$ cat src/stack_block_pkg.sv
package stack_block_pkg;

  // instruction word class that selects the block save / restore group
  localparam logic [5:0] BLOCK_OPCODE = 6'h05;
  // general register index of the status register
  localparam logic [3:0] STATUS_REGISTER_INDEX = 4'h2;
  // stack pointer steps per register, in bytes
  localparam logic [19:0] STACK_STEP_WIDE = 20'h00004;
  localparam logic [19:0] STACK_STEP_WORD = 20'h00002;
  // byte offset of the upper word of a 20-bit item
  localparam logic [19:0] HI_WORD_OFFSET = 20'h00002;
  localparam logic [19:0] STACK_POINTER_RESET = 20'h00000;
  localparam logic [19:0] DATA_RESET = 20'h00000;
  localparam logic [3:0] REG_RESET = 4'h0;

  typedef struct packed {
    logic [5:0] opcode;
    logic restore;
    logic wide;
    logic [3:0] count_m1;
    logic [3:0] dst;
  } instr_t;

  typedef struct packed {
    logic we;
    logic [19:0] addr;
    logic [15:0] wdata;
  } mem_cmd_t;

  typedef enum logic [2:0] {
    ST_IDLE,
    ST_FETCH,
    ST_LO,
    ST_HI,
    ST_DONE
  } seq_state_t;

endpackage

$ cat src/multi_register_stack_transfer.sv
// Notes on behaviour
// - count operand covers one to sixteen registers
// - wide restore: two words, stack pointer plus four
// - word restore: one word, stack pointer plus two
// - restore ascends from destination minus count plus one
// - word restore clears register bits nineteen to sixteen
// - flags untouched unless status register restored
// - mode bits change only via restored status register
// - single instruction word, no extension word
// - wide save: full value, stack pointer minus four
// - word save: low sixteen bits, minus two
// - save descends from destination through count registers
// - save changes only stack pointer and memory
`timescale 1ns/100ps
module multi_register_stack_transfer
  import stack_block_pkg::*;
(
  input wire logic ref_clk,
  input wire logic nrst,
  input wire logic instr_valid,
  input wire instr_t instr,
  output logic instr_ready,
  input wire logic [19:0] stack_pointer_in,
  output logic [3:0] rf_raddr,
  input wire logic [19:0] rf_rdata,
  output logic rf_we,
  output logic [3:0] rf_waddr,
  output logic [19:0] rf_wdata,
  output logic stack_pointer_we,
  output logic [19:0] stack_pointer_wdata,
  output logic mem_req,
  output mem_cmd_t mem_cmd,
  input wire logic mem_ack,
  input wire logic [15:0] mem_rdata,
  output logic busy,
  output logic done
);

  seq_state_t state_reg;
  seq_state_t state_next;
  logic restore_reg;
  logic wide_reg;
  logic [3:0] left_reg;
  logic [3:0] cur_reg;
  logic [19:0] stack_pointer_reg;
  logic [19:0] data_reg;
  logic rf_we_reg;
  logic [3:0] rf_waddr_reg;
  logic [19:0] rf_wdata_reg;

  wire idle = (state_reg == ST_IDLE);
  // whole operation comes from one word: class, form and count
  wire accept = idle && instr_valid && (instr.opcode == BLOCK_OPCODE);
  // restore starts at dst - (n-1), save at dst; 4-bit count covers 1..16
  wire [3:0] first_reg = instr.restore ? instr.dst - instr.count_m1 : instr.dst;
  wire [19:0] step = wide_reg ? STACK_STEP_WIDE : STACK_STEP_WORD;
  wire [19:0] stack_pointer_after = restore_reg ? stack_pointer_reg + step
                                                : stack_pointer_reg - step;
  wire in_access = (state_reg == ST_LO) || (state_reg == ST_HI);
  wire last_word = (state_reg == ST_HI) ? restore_reg : !(restore_reg && wide_reg);
  wire reg_done = in_access && mem_ack && last_word;
  wire last_reg = (left_reg == 4'h0);
  wire [19:0] lo_addr = restore_reg ? stack_pointer_reg : stack_pointer_reg - step;
  wire [19:0] hi_addr = restore_reg ? stack_pointer_reg + HI_WORD_OFFSET
                                    : stack_pointer_reg - HI_WORD_OFFSET;
  wire [19:0] mem_addr = (state_reg == ST_HI) ? hi_addr : lo_addr;
  wire mem_write = in_access && !restore_reg;
  // word save stores low 16 bits; wide save adds bits 19:16 above
  wire [15:0] save_word = (state_reg == ST_HI) ? {12'h000, data_reg[19:16]}
                                               : data_reg[15:0];
  // word restore zeroes the upper nibble
  wire [19:0] restored = wide_reg ? {mem_rdata[3:0], data_reg[15:0]}
                                  : {4'h0, mem_rdata};
  // only a restore writes registers; status register only when inside the range
  wire rf_write = reg_done && restore_reg;

  assign instr_ready = idle;
  assign busy = !idle;
  assign done = (state_reg == ST_DONE);
  assign stack_pointer_we = (state_reg == ST_DONE);
  assign stack_pointer_wdata = stack_pointer_reg;
  assign rf_raddr = cur_reg;
  assign rf_we = rf_we_reg;
  assign rf_waddr = rf_waddr_reg;
  assign rf_wdata = rf_wdata_reg;
  assign mem_req = in_access;
  assign mem_cmd = {mem_write, mem_addr, save_word};

  always_comb
  begin
    state_next = state_reg;
    unique case (state_reg)
      ST_IDLE:
      begin
        if (accept)
          state_next = instr.restore ? ST_LO : ST_FETCH;
      end
      ST_FETCH:
      begin
        // wide save puts the upper word first, at the higher address
        state_next = wide_reg ? ST_HI : ST_LO;
      end
      ST_LO:
      begin
        if (mem_ack)
        begin
          if (!last_word)
            state_next = ST_HI;
          else if (last_reg)
            state_next = ST_DONE;
          else
            state_next = restore_reg ? ST_LO : ST_FETCH;
        end
      end
      ST_HI:
      begin
        if (mem_ack)
        begin
          if (!last_word)
            state_next = ST_LO;
          else if (last_reg)
            state_next = ST_DONE;
          else
            state_next = ST_LO;
        end
      end
      ST_DONE:
      begin
        state_next = ST_IDLE;
      end
    endcase
  end

  always_ff @(posedge ref_clk or negedge nrst)
  begin
    if (!nrst)
      state_reg <= ST_IDLE;
    else
      state_reg <= state_next;
  end

  always_ff @(posedge ref_clk or negedge nrst)
  begin
    if (!nrst)
    begin
      restore_reg <= 1'b0;
      wide_reg <= 1'b0;
      left_reg <= REG_RESET;
      cur_reg <= REG_RESET;
      stack_pointer_reg <= STACK_POINTER_RESET;
    end
    else if (accept)
    begin
      restore_reg <= instr.restore;
      wide_reg <= instr.wide;
      left_reg <= instr.count_m1;
      cur_reg <= first_reg;
      stack_pointer_reg <= stack_pointer_in;
    end
    else if (reg_done)
    begin
      stack_pointer_reg <= stack_pointer_after;
      if (!last_reg)
      begin
        left_reg <= left_reg - 4'h1;
        cur_reg <= restore_reg ? cur_reg + 4'h1 : cur_reg - 4'h1;
      end
    end
  end

  always_ff @(posedge ref_clk or negedge nrst)
  begin
    if (!nrst)
      data_reg <= DATA_RESET;
    else if (state_reg == ST_FETCH)
      data_reg <= rf_rdata;
    else if (restore_reg && state_reg == ST_LO && mem_ack)
      data_reg <= {4'h0, mem_rdata};
  end

  always_ff @(posedge ref_clk or negedge nrst)
  begin
    if (!nrst)
    begin
      rf_we_reg <= 1'b0;
      rf_waddr_reg <= REG_RESET;
      rf_wdata_reg <= DATA_RESET;
    end
    else
    begin
      rf_we_reg <= rf_write;
      if (rf_write)
      begin
        rf_waddr_reg <= cur_reg;
        rf_wdata_reg <= restored;
      end
    end
  end

  count_load_a: assert property (@(posedge ref_clk) disable iff (!nrst)
    accept |=> left_reg == $past(instr.count_m1))
    else $error("count not loaded from instruction");

  wide_restore_step_a: assert property (@(posedge ref_clk) disable iff (!nrst)
    (reg_done && restore_reg && wide_reg) |=>
      stack_pointer_reg == $past(stack_pointer_reg) + STACK_STEP_WIDE)
    else $error("wide restore stack step wrong");

  word_restore_step_a: assert property (@(posedge ref_clk) disable iff (!nrst)
    (reg_done && restore_reg && !wide_reg) |=>
      stack_pointer_reg == $past(stack_pointer_reg) + STACK_STEP_WORD)
    else $error("word restore stack step wrong");

  restore_start_a: assert property (@(posedge ref_clk) disable iff (!nrst)
    (accept && instr.restore) |=> cur_reg == $past(instr.dst) - $past(instr.count_m1))
    else $error("restore start register wrong");

  word_clear_a: assert property (@(posedge ref_clk) disable iff (!nrst)
    (rf_we_reg && !wide_reg) |-> rf_wdata_reg[19:16] == 4'h0)
    else $error("word restore left upper bits set");

  wide_save_step_a: assert property (@(posedge ref_clk) disable iff (!nrst)
    (reg_done && !restore_reg && wide_reg) |=>
      stack_pointer_reg == $past(stack_pointer_reg) - STACK_STEP_WIDE)
    else $error("wide save stack step wrong");

  word_save_step_a: assert property (@(posedge ref_clk) disable iff (!nrst)
    (reg_done && !restore_reg && !wide_reg) |=>
      stack_pointer_reg == $past(stack_pointer_reg) - STACK_STEP_WORD)
    else $error("word save stack step wrong");

  save_start_a: assert property (@(posedge ref_clk) disable iff (!nrst)
    (accept && !instr.restore) |=> cur_reg == $past(instr.dst))
    else $error("save start register wrong");

  save_no_write_a: assert property (@(posedge ref_clk) disable iff (!nrst)
    (busy && !restore_reg) |-> ##1 !rf_we_reg)
    else $error("save wrote a register");

endmodule

$ cat config.mk
export PLATFORM = sky130hd
export DESIGN_NAME = multi_register_stack_transfer
export DESIGN_NICKNAME = d
export VERILOG_FILES = /design/src/stack_block_pkg.sv /design/src/multi_register_stack_transfer.sv
export SDC_FILE = /design/constraint.sdc
export NUM_CORES = 1
export LEC_CHECK = 0
export BUFFER_PORTS_ARGS = -buffer_cell sky130_fd_sc_hd__buf_2
export CAP_MARGIN = 5
export CORE_MARGIN = 1
export CORE_UTILIZATION = 40
export DETAILED_ROUTE_END_ITERATION = 6
export PLACE_DENSITY = 0.67
export SLEW_MARGIN = 20
export SYNTH_ARGS = -nofsm -noshare
export SYNTH_HDL_FRONTEND = slang
export SYNTH_SLANG_ARGS = --single-unit
$ cat constraint.sdc
create_clock -name ref_clk -period 3.9 [get_ports ref_clk]
set_input_delay 0.39 -clock ref_clk [delete_from_list [all_inputs] [get_ports ref_clk]]
set_output_delay 0.39 -clock ref_clk [all_outputs]
set_load 0.02 [all_outputs]
# ---- After elaboration in Yosys (flattened, before gate mapping)
# Index checks and enable logic that the tools add are counted.
dict set report totals {
  regBits 78
  inputBits 76
  output_inout_bits 91
  wordCells 77
}
dict set report classes {
  add_sub_neg 8
  n_eq_ne 9
  mux 31
  reduce_logical 19
}
# op n
set ops {}
lappend ops {{$mux 20} 9}
lappend ops {{$mux 4} 8}
lappend ops {{$mux 3} 8}
lappend ops {{$add 20x2->20 const B} 1}
lappend ops {{$add 20x3->20} 1}
lappend ops {{$sub 20x2->20 const B} 1}
lappend ops {{$sub 20x3->20} 1}
lappend ops {{$mux 16} 1}
lappend ops {{$pmux 3 s5} 1}
lappend ops {{$logic_and 1x1->1} 9}
lappend ops {{$sub 4x1->4 const B} 2}
lappend ops {{$eq 3x2->1 const B} 2}
lappend ops {{$eq 6x3->1 const B} 1}
lappend ops {{$ne 2x2->1 const B} 3}
lappend ops {{$add 4x1->4 const B} 1}
lappend ops {{$logic_not 4->1} 1}
lappend ops {{$mux 2} 2}
lappend ops {{$reduce_bool 2->1} 2}
lappend ops {{$sub 4x4->4} 1}
lappend ops {{$eq 3x1->1 const B} 1}
lappend ops {{$eq 3x3->1 const B} 1}
lappend ops {{$logic_not 1->1} 3}
lappend ops {{$logic_not 3->1} 1}
lappend ops {{$reduce_and 3->1} 1}
lappend ops {{other kinds (4)} 5}

# ---- Depth between registers and ports, before layout
# Gate-level depths: netlist of the first run.
dict set report depth {
  depth_word 6
  ltp_mapped 12
  depth_no_buf 10
}

# ---- Worst setup path before layout of the first run
# No wires, ideal clock.
dict set report synth_timing {
  kind {reg2out}
  from {register restore_reg}
  to {output port mem_cmd[33] (netlist name)}
  arrival_time_ns 3.288
  setup_slack_ns 0.222
  path_stages_with_launch 10
  path_buffers 1
  path_cell_list {dfrtp_1 -> buf_2 -> clkinv_1 -> ha_1 -> a21oi_1 -> o21ai_0 -> a2111oi_0 -> a211oi_1 -> mux2i_1 -> a221oi_1}
}
# element line_no
set synth_lines {}
lappend synth_lines {{from (decl)} multi_register_stack_transfer.sv:41} ;# logic restore_reg;
lappend synth_lines {{from (signal assigned)} multi_register_stack_transfer.sv:154} ;# restore_reg <= instr.restore;
lappend synth_lines {{to (decl)} multi_register_stack_transfer.sv:32} ;# output mem_cmd_t mem_cmd,

==> flow_metrics.env, run 1 <==
export IMPL_clkTransAtPathRegs_ps=70
export IMPL_die_x_um=123
export IMPL_slew_headroom_pct=32.1
export IMPL_finalPower_mw=5.70
export IMPL_synth_edff_count=0
export IMPL_wirelength_um=16600
export IMPL_ys_types=60
export IMPL_grt_max_degree=79
export IMPL_drtPass1Iterations=5
export IMPL_combinationalPowerShare_pct=56.4
export IMPL_yosysWarnings=0
export IMPL_hold_viol=0
export IMPL_required_ps=3510
export IMPL_core_area_um2=14100
export IMPL_cts_htree_levels=3
export IMPL_wl_per_cell_um=15.9
export IMPL_p_per_area_nw_per_um2=796
export IMPL_grt_antenna_before_repair=0
export IMPL_outcome="finished, final reports clean"
export IMPL_syn_area_per_cell_um2=8.19
export IMPL_worstMarginPinSlew_ps=1020
export IMPL_fin_skew_ps=7.65
export IMPL_p_leak_nw=3.46
export IMPL_synth_seq_area_share_pct=33.3
export IMPL_tritoncts="yes"
export IMPL_fp_dieH_um=123
export IMPL_clockBufferDepth=2
export IMPL_ios=167
export IMPL_nFillCells=1400
export IMPL_startpoint_type="register"
export IMPL_criticalPathCategory="reg2out"
export IMPL_slew_viol_final=0
export IMPL_io_buffers=166
export IMPL_synth_top_family_by_area="simple AND/OR/NAND/NOR gates"
export IMPL_cp_end_kind="primary output"
export IMPL_multi_input_area_um2=3660
export IMPL_rsz0062_at_grt="false"
export IMPL_vias_per_cell=5.40
export IMPL_synth_compound_area_share_pct=18.5
export IMPL_crit_arrival_ps=3220
export IMPL_pwr_share_seq_pct=28.0
export IMPL_final_nets=968
export IMPL_ys_flop_type="dfrtp_1"
export IMPL_n_antenna_cell=0
export IMPL_grt_pass1_wl_um=26700
export IMPL_grt_usage_pct=22.6
export IMPL_gp_congestion=0.852
export IMPL_finalSetupViolations=0
export IMPL_synth_simple_gate_area_share_pct=21.5
export IMPL_die_area_um2=15100
export IMPL_cts_buffers=9
export IMPL_fmax_mhz=277
export IMPL_netlist_area_um2=5860
export IMPL_peakVddDrop_v=0.000374
export IMPL_clock_latency_ps=350
export IMPL_hold_buffers=0
export IMPL_drc=0
export IMPL_period_needed_ps=3610
export IMPL_synthAdderAreaFrac_pct=7.48
export IMPL_detail_route_antenna_nets=0
export IMPL_muxShareOfSynthArea_pct=7.43
export IMPL_switching_power_mw=2.81
export IMPL_start_util_pct=41.6
export IMPL_synth_nets=823
export IMPL_rows=43
export IMPL_switching_share_pct=49.3
export IMPL_grt_pass1_vias=5227
export IMPL_drive_above_1_share_pct=24.6
export IMPL_clock_sinks=78
export IMPL_syn_inst=715
export IMPL_grt_overflow_total=0
export IMPL_cts_root_buf="clkbuf_16"
export IMPL_cp_max_fo=13
export IMPL_hold_path_class="in2async"
export IMPL_regArea_um2=1950
export IMPL_num_vias=5641
export IMPL_dp_hpwl_um=11800
export IMPL_internal_power_mw=2.89
export IMPL_dr_first_iter_drc_count=428
export IMPL_areaGrowthSynthToFinish_pct=22.2
export IMPL_synthXorXnorAreaFrac_pct=7.18
export IMPL_async_flop_share_pct=100
export IMPL_clkPwrFrac_pct=15.5
export IMPL_postCtsSetupRepairBufs=0
export IMPL_setup_tns_ps=0
export IMPL_min_period_over_period_pct=92.7
export IMPL_cap_violations=0
export IMPL_synth_seq_cells=78
==> power by group through the flow <==
stage / Clock, mW / Combinational, mW / Sequential (mW)
final: 0.885 / 3.22 / 1.60
after global routing: 0.931 / 3.53 / 1.66
after CTS: 0.905 / 3.22 / 1.59
after detailed placement: 0 / 3.20 / 1.60
after global placement: 0 / 3.16 / 1.59
after floorplan: 0 / 2.07 / 1.72
==> worst paths after layout <==
kind	startpoint	end	slack [ps]	cells past startpoint
hold reg to reg	rf_wdata[0]$_DFFE_PN0P_	rf_wdata[0]$_DFFE_PN0P_	480	2
min in group ref_clk	rf_rdata[7]	data_reg[7]$_DFFE_PN0P_	240	3
setup reg to reg	wide_reg$_DFFE_PN0P_	stack_pointer_wdata[17]$_DFFE_PN0P_	1040	10
setup / recovery	restore_reg$_DFFE_PN0P_	mem_cmd[35]	290	9
hold / removal	nrst	data_reg[15]$_DFFE_PN0P_	70	1
max in group asynchronous	nrst	stack_pointer_wdata[17]$_DFFE_PN0P_	3290	1
==> cells by family (layout without fill, tap and decap cells) <==
logic type                 after synthesis  after routing
and+or+nand+nor                        261            261
AOI/OAI and AO/OA                      187            187
DFF                                     78             78
buffers and inverters                   66            216
xor gates and xnor gates                48             48
muxes                                   43             43
adders and majority gates               32             32
==> cell usage after synthesis (4+ instances only) <==
| cell | count | area share, % |
|---|---|---|
| a211oi_1 | 4 | 0.51 |
| a21o_1 | 7 | 0.90 |
| a21oi_1 | 44 | 3.8 |
| a31oi_1 | 11 | 1.2 |
| and2_1 | 13 | 1.4 |
| and3_1 | 4 | 0.43 |
| buf_2 | 4 | 0.34 |
| clkbuf_1 | 35 | 2.2 |
| dfrtp_1 | 78 | 33 |
| fa_1 | 5 | 1.7 |
| ha_1 | 27 | 5.8 |
| inv_1 | 20 | 1.3 |
| mux2_2 | 4 | 0.77 |
| mux2i_1 | 39 | 6.7 |
| nand2_1 | 118 | 7.6 |
| nand2b_1 | 7 | 0.75 |
| nand3_1 | 7 | 0.60 |
| nand3b_1 | 4 | 0.51 |
| nand4_1 | 4 | 0.43 |
| nor2_1 | 48 | 3.1 |
| nor2b_1 | 7 | 0.75 |
| nor3_1 | 17 | 1.5 |
| o211ai_1 | 7 | 0.90 |
| o21ai_0 | 91 | 7.8 |
| or3_1 | 11 | 1.2 |
| xnor2_1 | 26 | 3.9 |
| xor2_1 | 22 | 3.3 |
==> per-layer routing <==
layer | track usage (%) | share of wire, % | vias up
li1 | - | - | 2797
met1 | 31.7 | 47 | 2682
met2 | 35.7 | 47 | 150
met3 | 3.32 | 4.8 | 12
met4 | 7.00 | 1.0 | 0
met5 | 0 | 0 | -
==> stage by stage <==
stage | cell area [um2] | std cells | worst slack [ps] | hold WS (ps) | util (%)
floorplan | 5860 | 715 | 222 | 94.4 | -
global placement | 6830 | 1029 | 502 | 458 | 48.5
detailed placement | 6830 | 1029 | 402 | 458 | 48.5
CTS | 7140 | 1045 | 151 | 231 | 50.6
global route | 7160 | 1045 | 24.9 | 137 | 50.8
finish | 7160 | 1045 | 286 | 74.1 | 50.8
==> what timing repair did <==
action,CTS,global route
resized for setup,1,3
endpoints found under the hold margin,0,0
endpoints found under the setup margin,1,2
==> layout make-up <==
type	count	share of cell area [%]
multi-input cells	571	51.2
inverters	21	1.10
clock buffers	9	3.15
well taps	180	3.15
clock inverters	7	1.12
repair buffers	179	13.1
flip-flops and latches	78	27.3
==> critical path, stage by stage (launching register included) <==
cell and delay, ps:
dfrtp_1 350, clkinv_1 380, ha_1 530, a21o_1 210
nand2b_1 150, o21ai_0 440, a21oi_1 200, o211ai_1 270
xor2_1 170, buf_2 180
==> cells in the final DEF (no fill, tap or decap), types with 4 or more instances in the layout <==
cell / netlist / layout
and3_1: 4 / 4
fa_1: 5 / 5
buf_4: 3 / 13
xnor2_1: 26 / 26
nand3b_1: 4 / 4
a21o_1: 7 / 7
inv_1: 20 / 20
buf_2: 4 / 165
nor3_1: 17 / 16
a21oi_1: 44 / 44
nand4_1: 4 / 4
o211ai_1: 7 / 7
or3_1: 11 / 11
nand2_1: 118 / 118
clkbuf_16: 0 / 9
ha_1: 27 / 27
xor2_1: 22 / 22
nor2b_1: 7 / 7
nor2_1: 48 / 46
o21ai_0: 91 / 91
mux2_2: 4 / 4
a31oi_1: 11 / 11
nand2b_1: 7 / 7
a211oi_1: 4 / 4
dfrtp_1: 78 / 78
nand3_1: 7 / 6
and2_1: 13 / 13
mux2i_1: 39 / 39
Power figures use the tool's default switching activity.
==> run 2, diff against run 1 <==
--- a/config.mk
+++ b/config.mk
@@ -10,6 +10,7 @@
 export CORE_MARGIN = 1
 export CORE_UTILIZATION = 40
 export DETAILED_ROUTE_END_ITERATION = 6
+export GPL_ROUTABILITY_DRIVEN = 1
 export PLACE_DENSITY = 0.67
 export SLEW_MARGIN = 20
 export SYNTH_ARGS = -nofsm -noshare
==> constraint.sdc (replaced) <==
create_clock -name ref_clk -period 3.9 [get_ports ref_clk]
set_input_delay 0.39 -clock ref_clk [delete_from_list [all_inputs] [get_ports ref_clk]]
set_output_delay 0.39 -clock ref_clk [all_outputs]
set_load 0.01 [all_outputs]
==> run 2 against run 1 <==
  * Clock-buffer cell count unchanged
  * Die area unchanged
  * Sequential power about the same
  * Clock skew about the same
  * Core utilization down 0.080 points
  * First-iteration DRC count down 40%
  * Non-clock buffer count unchanged
==> flow_metrics.env, run 2 (same netlist as run 1, synthesis figures left out) <==
export IMPL_outcome="finished, final reports clean"
export IMPL_p_leak_nw=3.46
export IMPL_cp_max_fo=10
export IMPL_hold_path_class="in2async"
export IMPL_reg2reg_depth=10
export IMPL_drtPass1Iterations=7
export IMPL_grt_max_degree=79
export IMPL_cts_root_buf="clkbuf_16"
export IMPL_r2r_end="stack_pointer_wdata[13]$_DFFE_PN0P_"
export IMPL_final_nets=968
export IMPL_clkTransAtPathRegs_ps=70
export IMPL_io_buffers=166
export IMPL_startpoint_type="register"
export IMPL_fin_skew_ps=7.76
export IMPL_tritoncts="yes"
export IMPL_dr_first_iter_drc_count=256
export IMPL_start_util_pct=41.6
export IMPL_detail_route_antenna_nets=0
export IMPL_required_ps=3510
export IMPL_cp_end_kind="primary output"
export IMPL_fin_util_pct=50.7
export IMPL_grt_pass1_vias=5186
export IMPL_crit_arrival_ps=3160
export IMPL_min_period_over_period_pct=91.1
export IMPL_layout_common_cells="buf_2 (165), nand2_1 (118), o21ai_0 (91), dfrtp_1 (78), nor2_1 (46)"
export IMPL_wl_per_cell_um=15.6
export IMPL_ios=167
export IMPL_layout_commonest_cell="buf_2"
export IMPL_drive_above_1_share_pct=24.4
export IMPL_setup_tns_ps=0
export IMPL_worstMarginPinSlew_ps=1030
export IMPL_slew_headroom_pct=31.0
export IMPL_rows=43
export IMPL_clockBufferDepth=2
export IMPL_period_needed_ps=3550
export IMPL_die_area_um2=15100
export IMPL_vias_per_cell=5.34
export IMPL_finalPower_mw=5.30
export IMPL_rsz0062_at_grt="false"
export IMPL_criticalPathCategory="reg2out"
export IMPL_num_vias=5582
export IMPL_drc=0
export IMPL_n_antenna_cell=0
export IMPL_cap_violations=0
export IMPL_regArea_um2=1950
export IMPL_gp_congestion=0.879
export IMPL_setup_slack_ps=348
export IMPL_clock_sinks=78
export IMPL_clock_latency_ps=360
export IMPL_wirelength_um=16300
export IMPL_nFillCells=1422
export IMPL_grt_usage_pct=22.1
export IMPL_dpl_cell_count=1029
export IMPL_hold_viol=0
export IMPL_hold_slack_ps=48.0
export IMPL_die_x_um=123
export IMPL_finalSetupViolations=0
export IMPL_fp_dieH_um=123
export IMPL_cts_buffers=9
export IMPL_areaGrowthSynthToFinish_pct=22.0
export IMPL_final_area_um2=7150
export IMPL_peakVddDrop_v=0.000330
export IMPL_dp_hpwl_um=12000
export IMPL_p_per_area_nw_per_um2=741
export IMPL_place_worst_setup_slack_ps=620
export IMPL_slew_viol_final=0
export IMPL_place_area_um2=6830
export IMPL_cts_htree_levels=3
export IMPL_final_cells=1045
export IMPL_multi_input_area_um2=3650
export IMPL_hold_buffers=0
export IMPL_regToRegSetupSlack_ps=990
export IMPL_fmax_mhz=282
export IMPL_grt_antenna_before_repair=0
export IMPL_grt_pass1_wl_um=26300
export IMPL_grt_overflow_total=0
export IMPL_reg2reg_from="wide_reg$_DFFE_PN0P_"
export IMPL_core_area_um2=14100
==> run 2: cell types whose count changed in the layout (fill, tap and decap cells not counted), sizes merged <==
cell      previous run  this run
clkinvlp             1         0
inv                 23        24
==> run 2: how the worst max path moves through the flow <==
stage / startpoint / to / slack, ps / cells past startpoint
global route: restore_reg$_DFFE_PN0P_ / mem_cmd[35] / 90 / 8
detailed placement: wide_reg$_DFFE_PN0P_ / mem_cmd[29] / 620 / 11
floorplan: restore_reg$_DFFE_PN0P_ / mem_cmd[33] / 440 / 9
CTS: wide_reg$_DFFE_PN0P_ / mem_cmd[29] / 210 / 11
global placement: wide_reg$_DFFE_PN0P_ / mem_cmd[29] / 680 / 11
finish: restore_reg$_DFFE_PN0P_ / mem_cmd[35] / 350 / 10
==> run 2: worst max-delay path: stages (launching register included) <==
cell and delay [ps]:
dfrtp_1 350, clkinv_1 290, buf_4 310, ha_1 330, nand2b_1 130, a21oi_1 110, o21ai_0 480, a21oi_1 200
o211ai_1 290, xor2_1 180, buf_2 150
==> run 2: per-layer routing <==
metal	share of wire (%)	wire length [um]	global-route usage (%)	vias to the layer above
li1	-	-	-	2798
met1	48	7800	30.8	2628
met5	0	0	0	-
met3	4.3	701	3.27	19
met4	2.0	320	7.53	0
met2	46	7460	35.0	137
==> run 2: what timing repair did <==
action                                  CTS  global route
endpoints found under the setup margin    0             3
gates resized for setup                   0             2
buffers inserted                          0             0
==> run 2: cell type report <==
| cell class | instances | area share, % |
|---|---|---|
| repair buffers | 179 | 13.1 |
| clock buffers | 9 | 3.15 |
| inverters | 21 | 1.10 |
| flip-flops and latches | 78 | 27.3 |
| well taps | 180 | 3.15 |
| multi-input cells | 571 | 51.1 |
| clock inverters | 7 | 1.10 |
==> run 2: power by group <==
group / internal (mW) / switching (mW)
clock: 0.505 / 0.384
combinational: 1.21 / 1.60
sequential: 1.17 / 0.425
total: 2.89 / 2.41
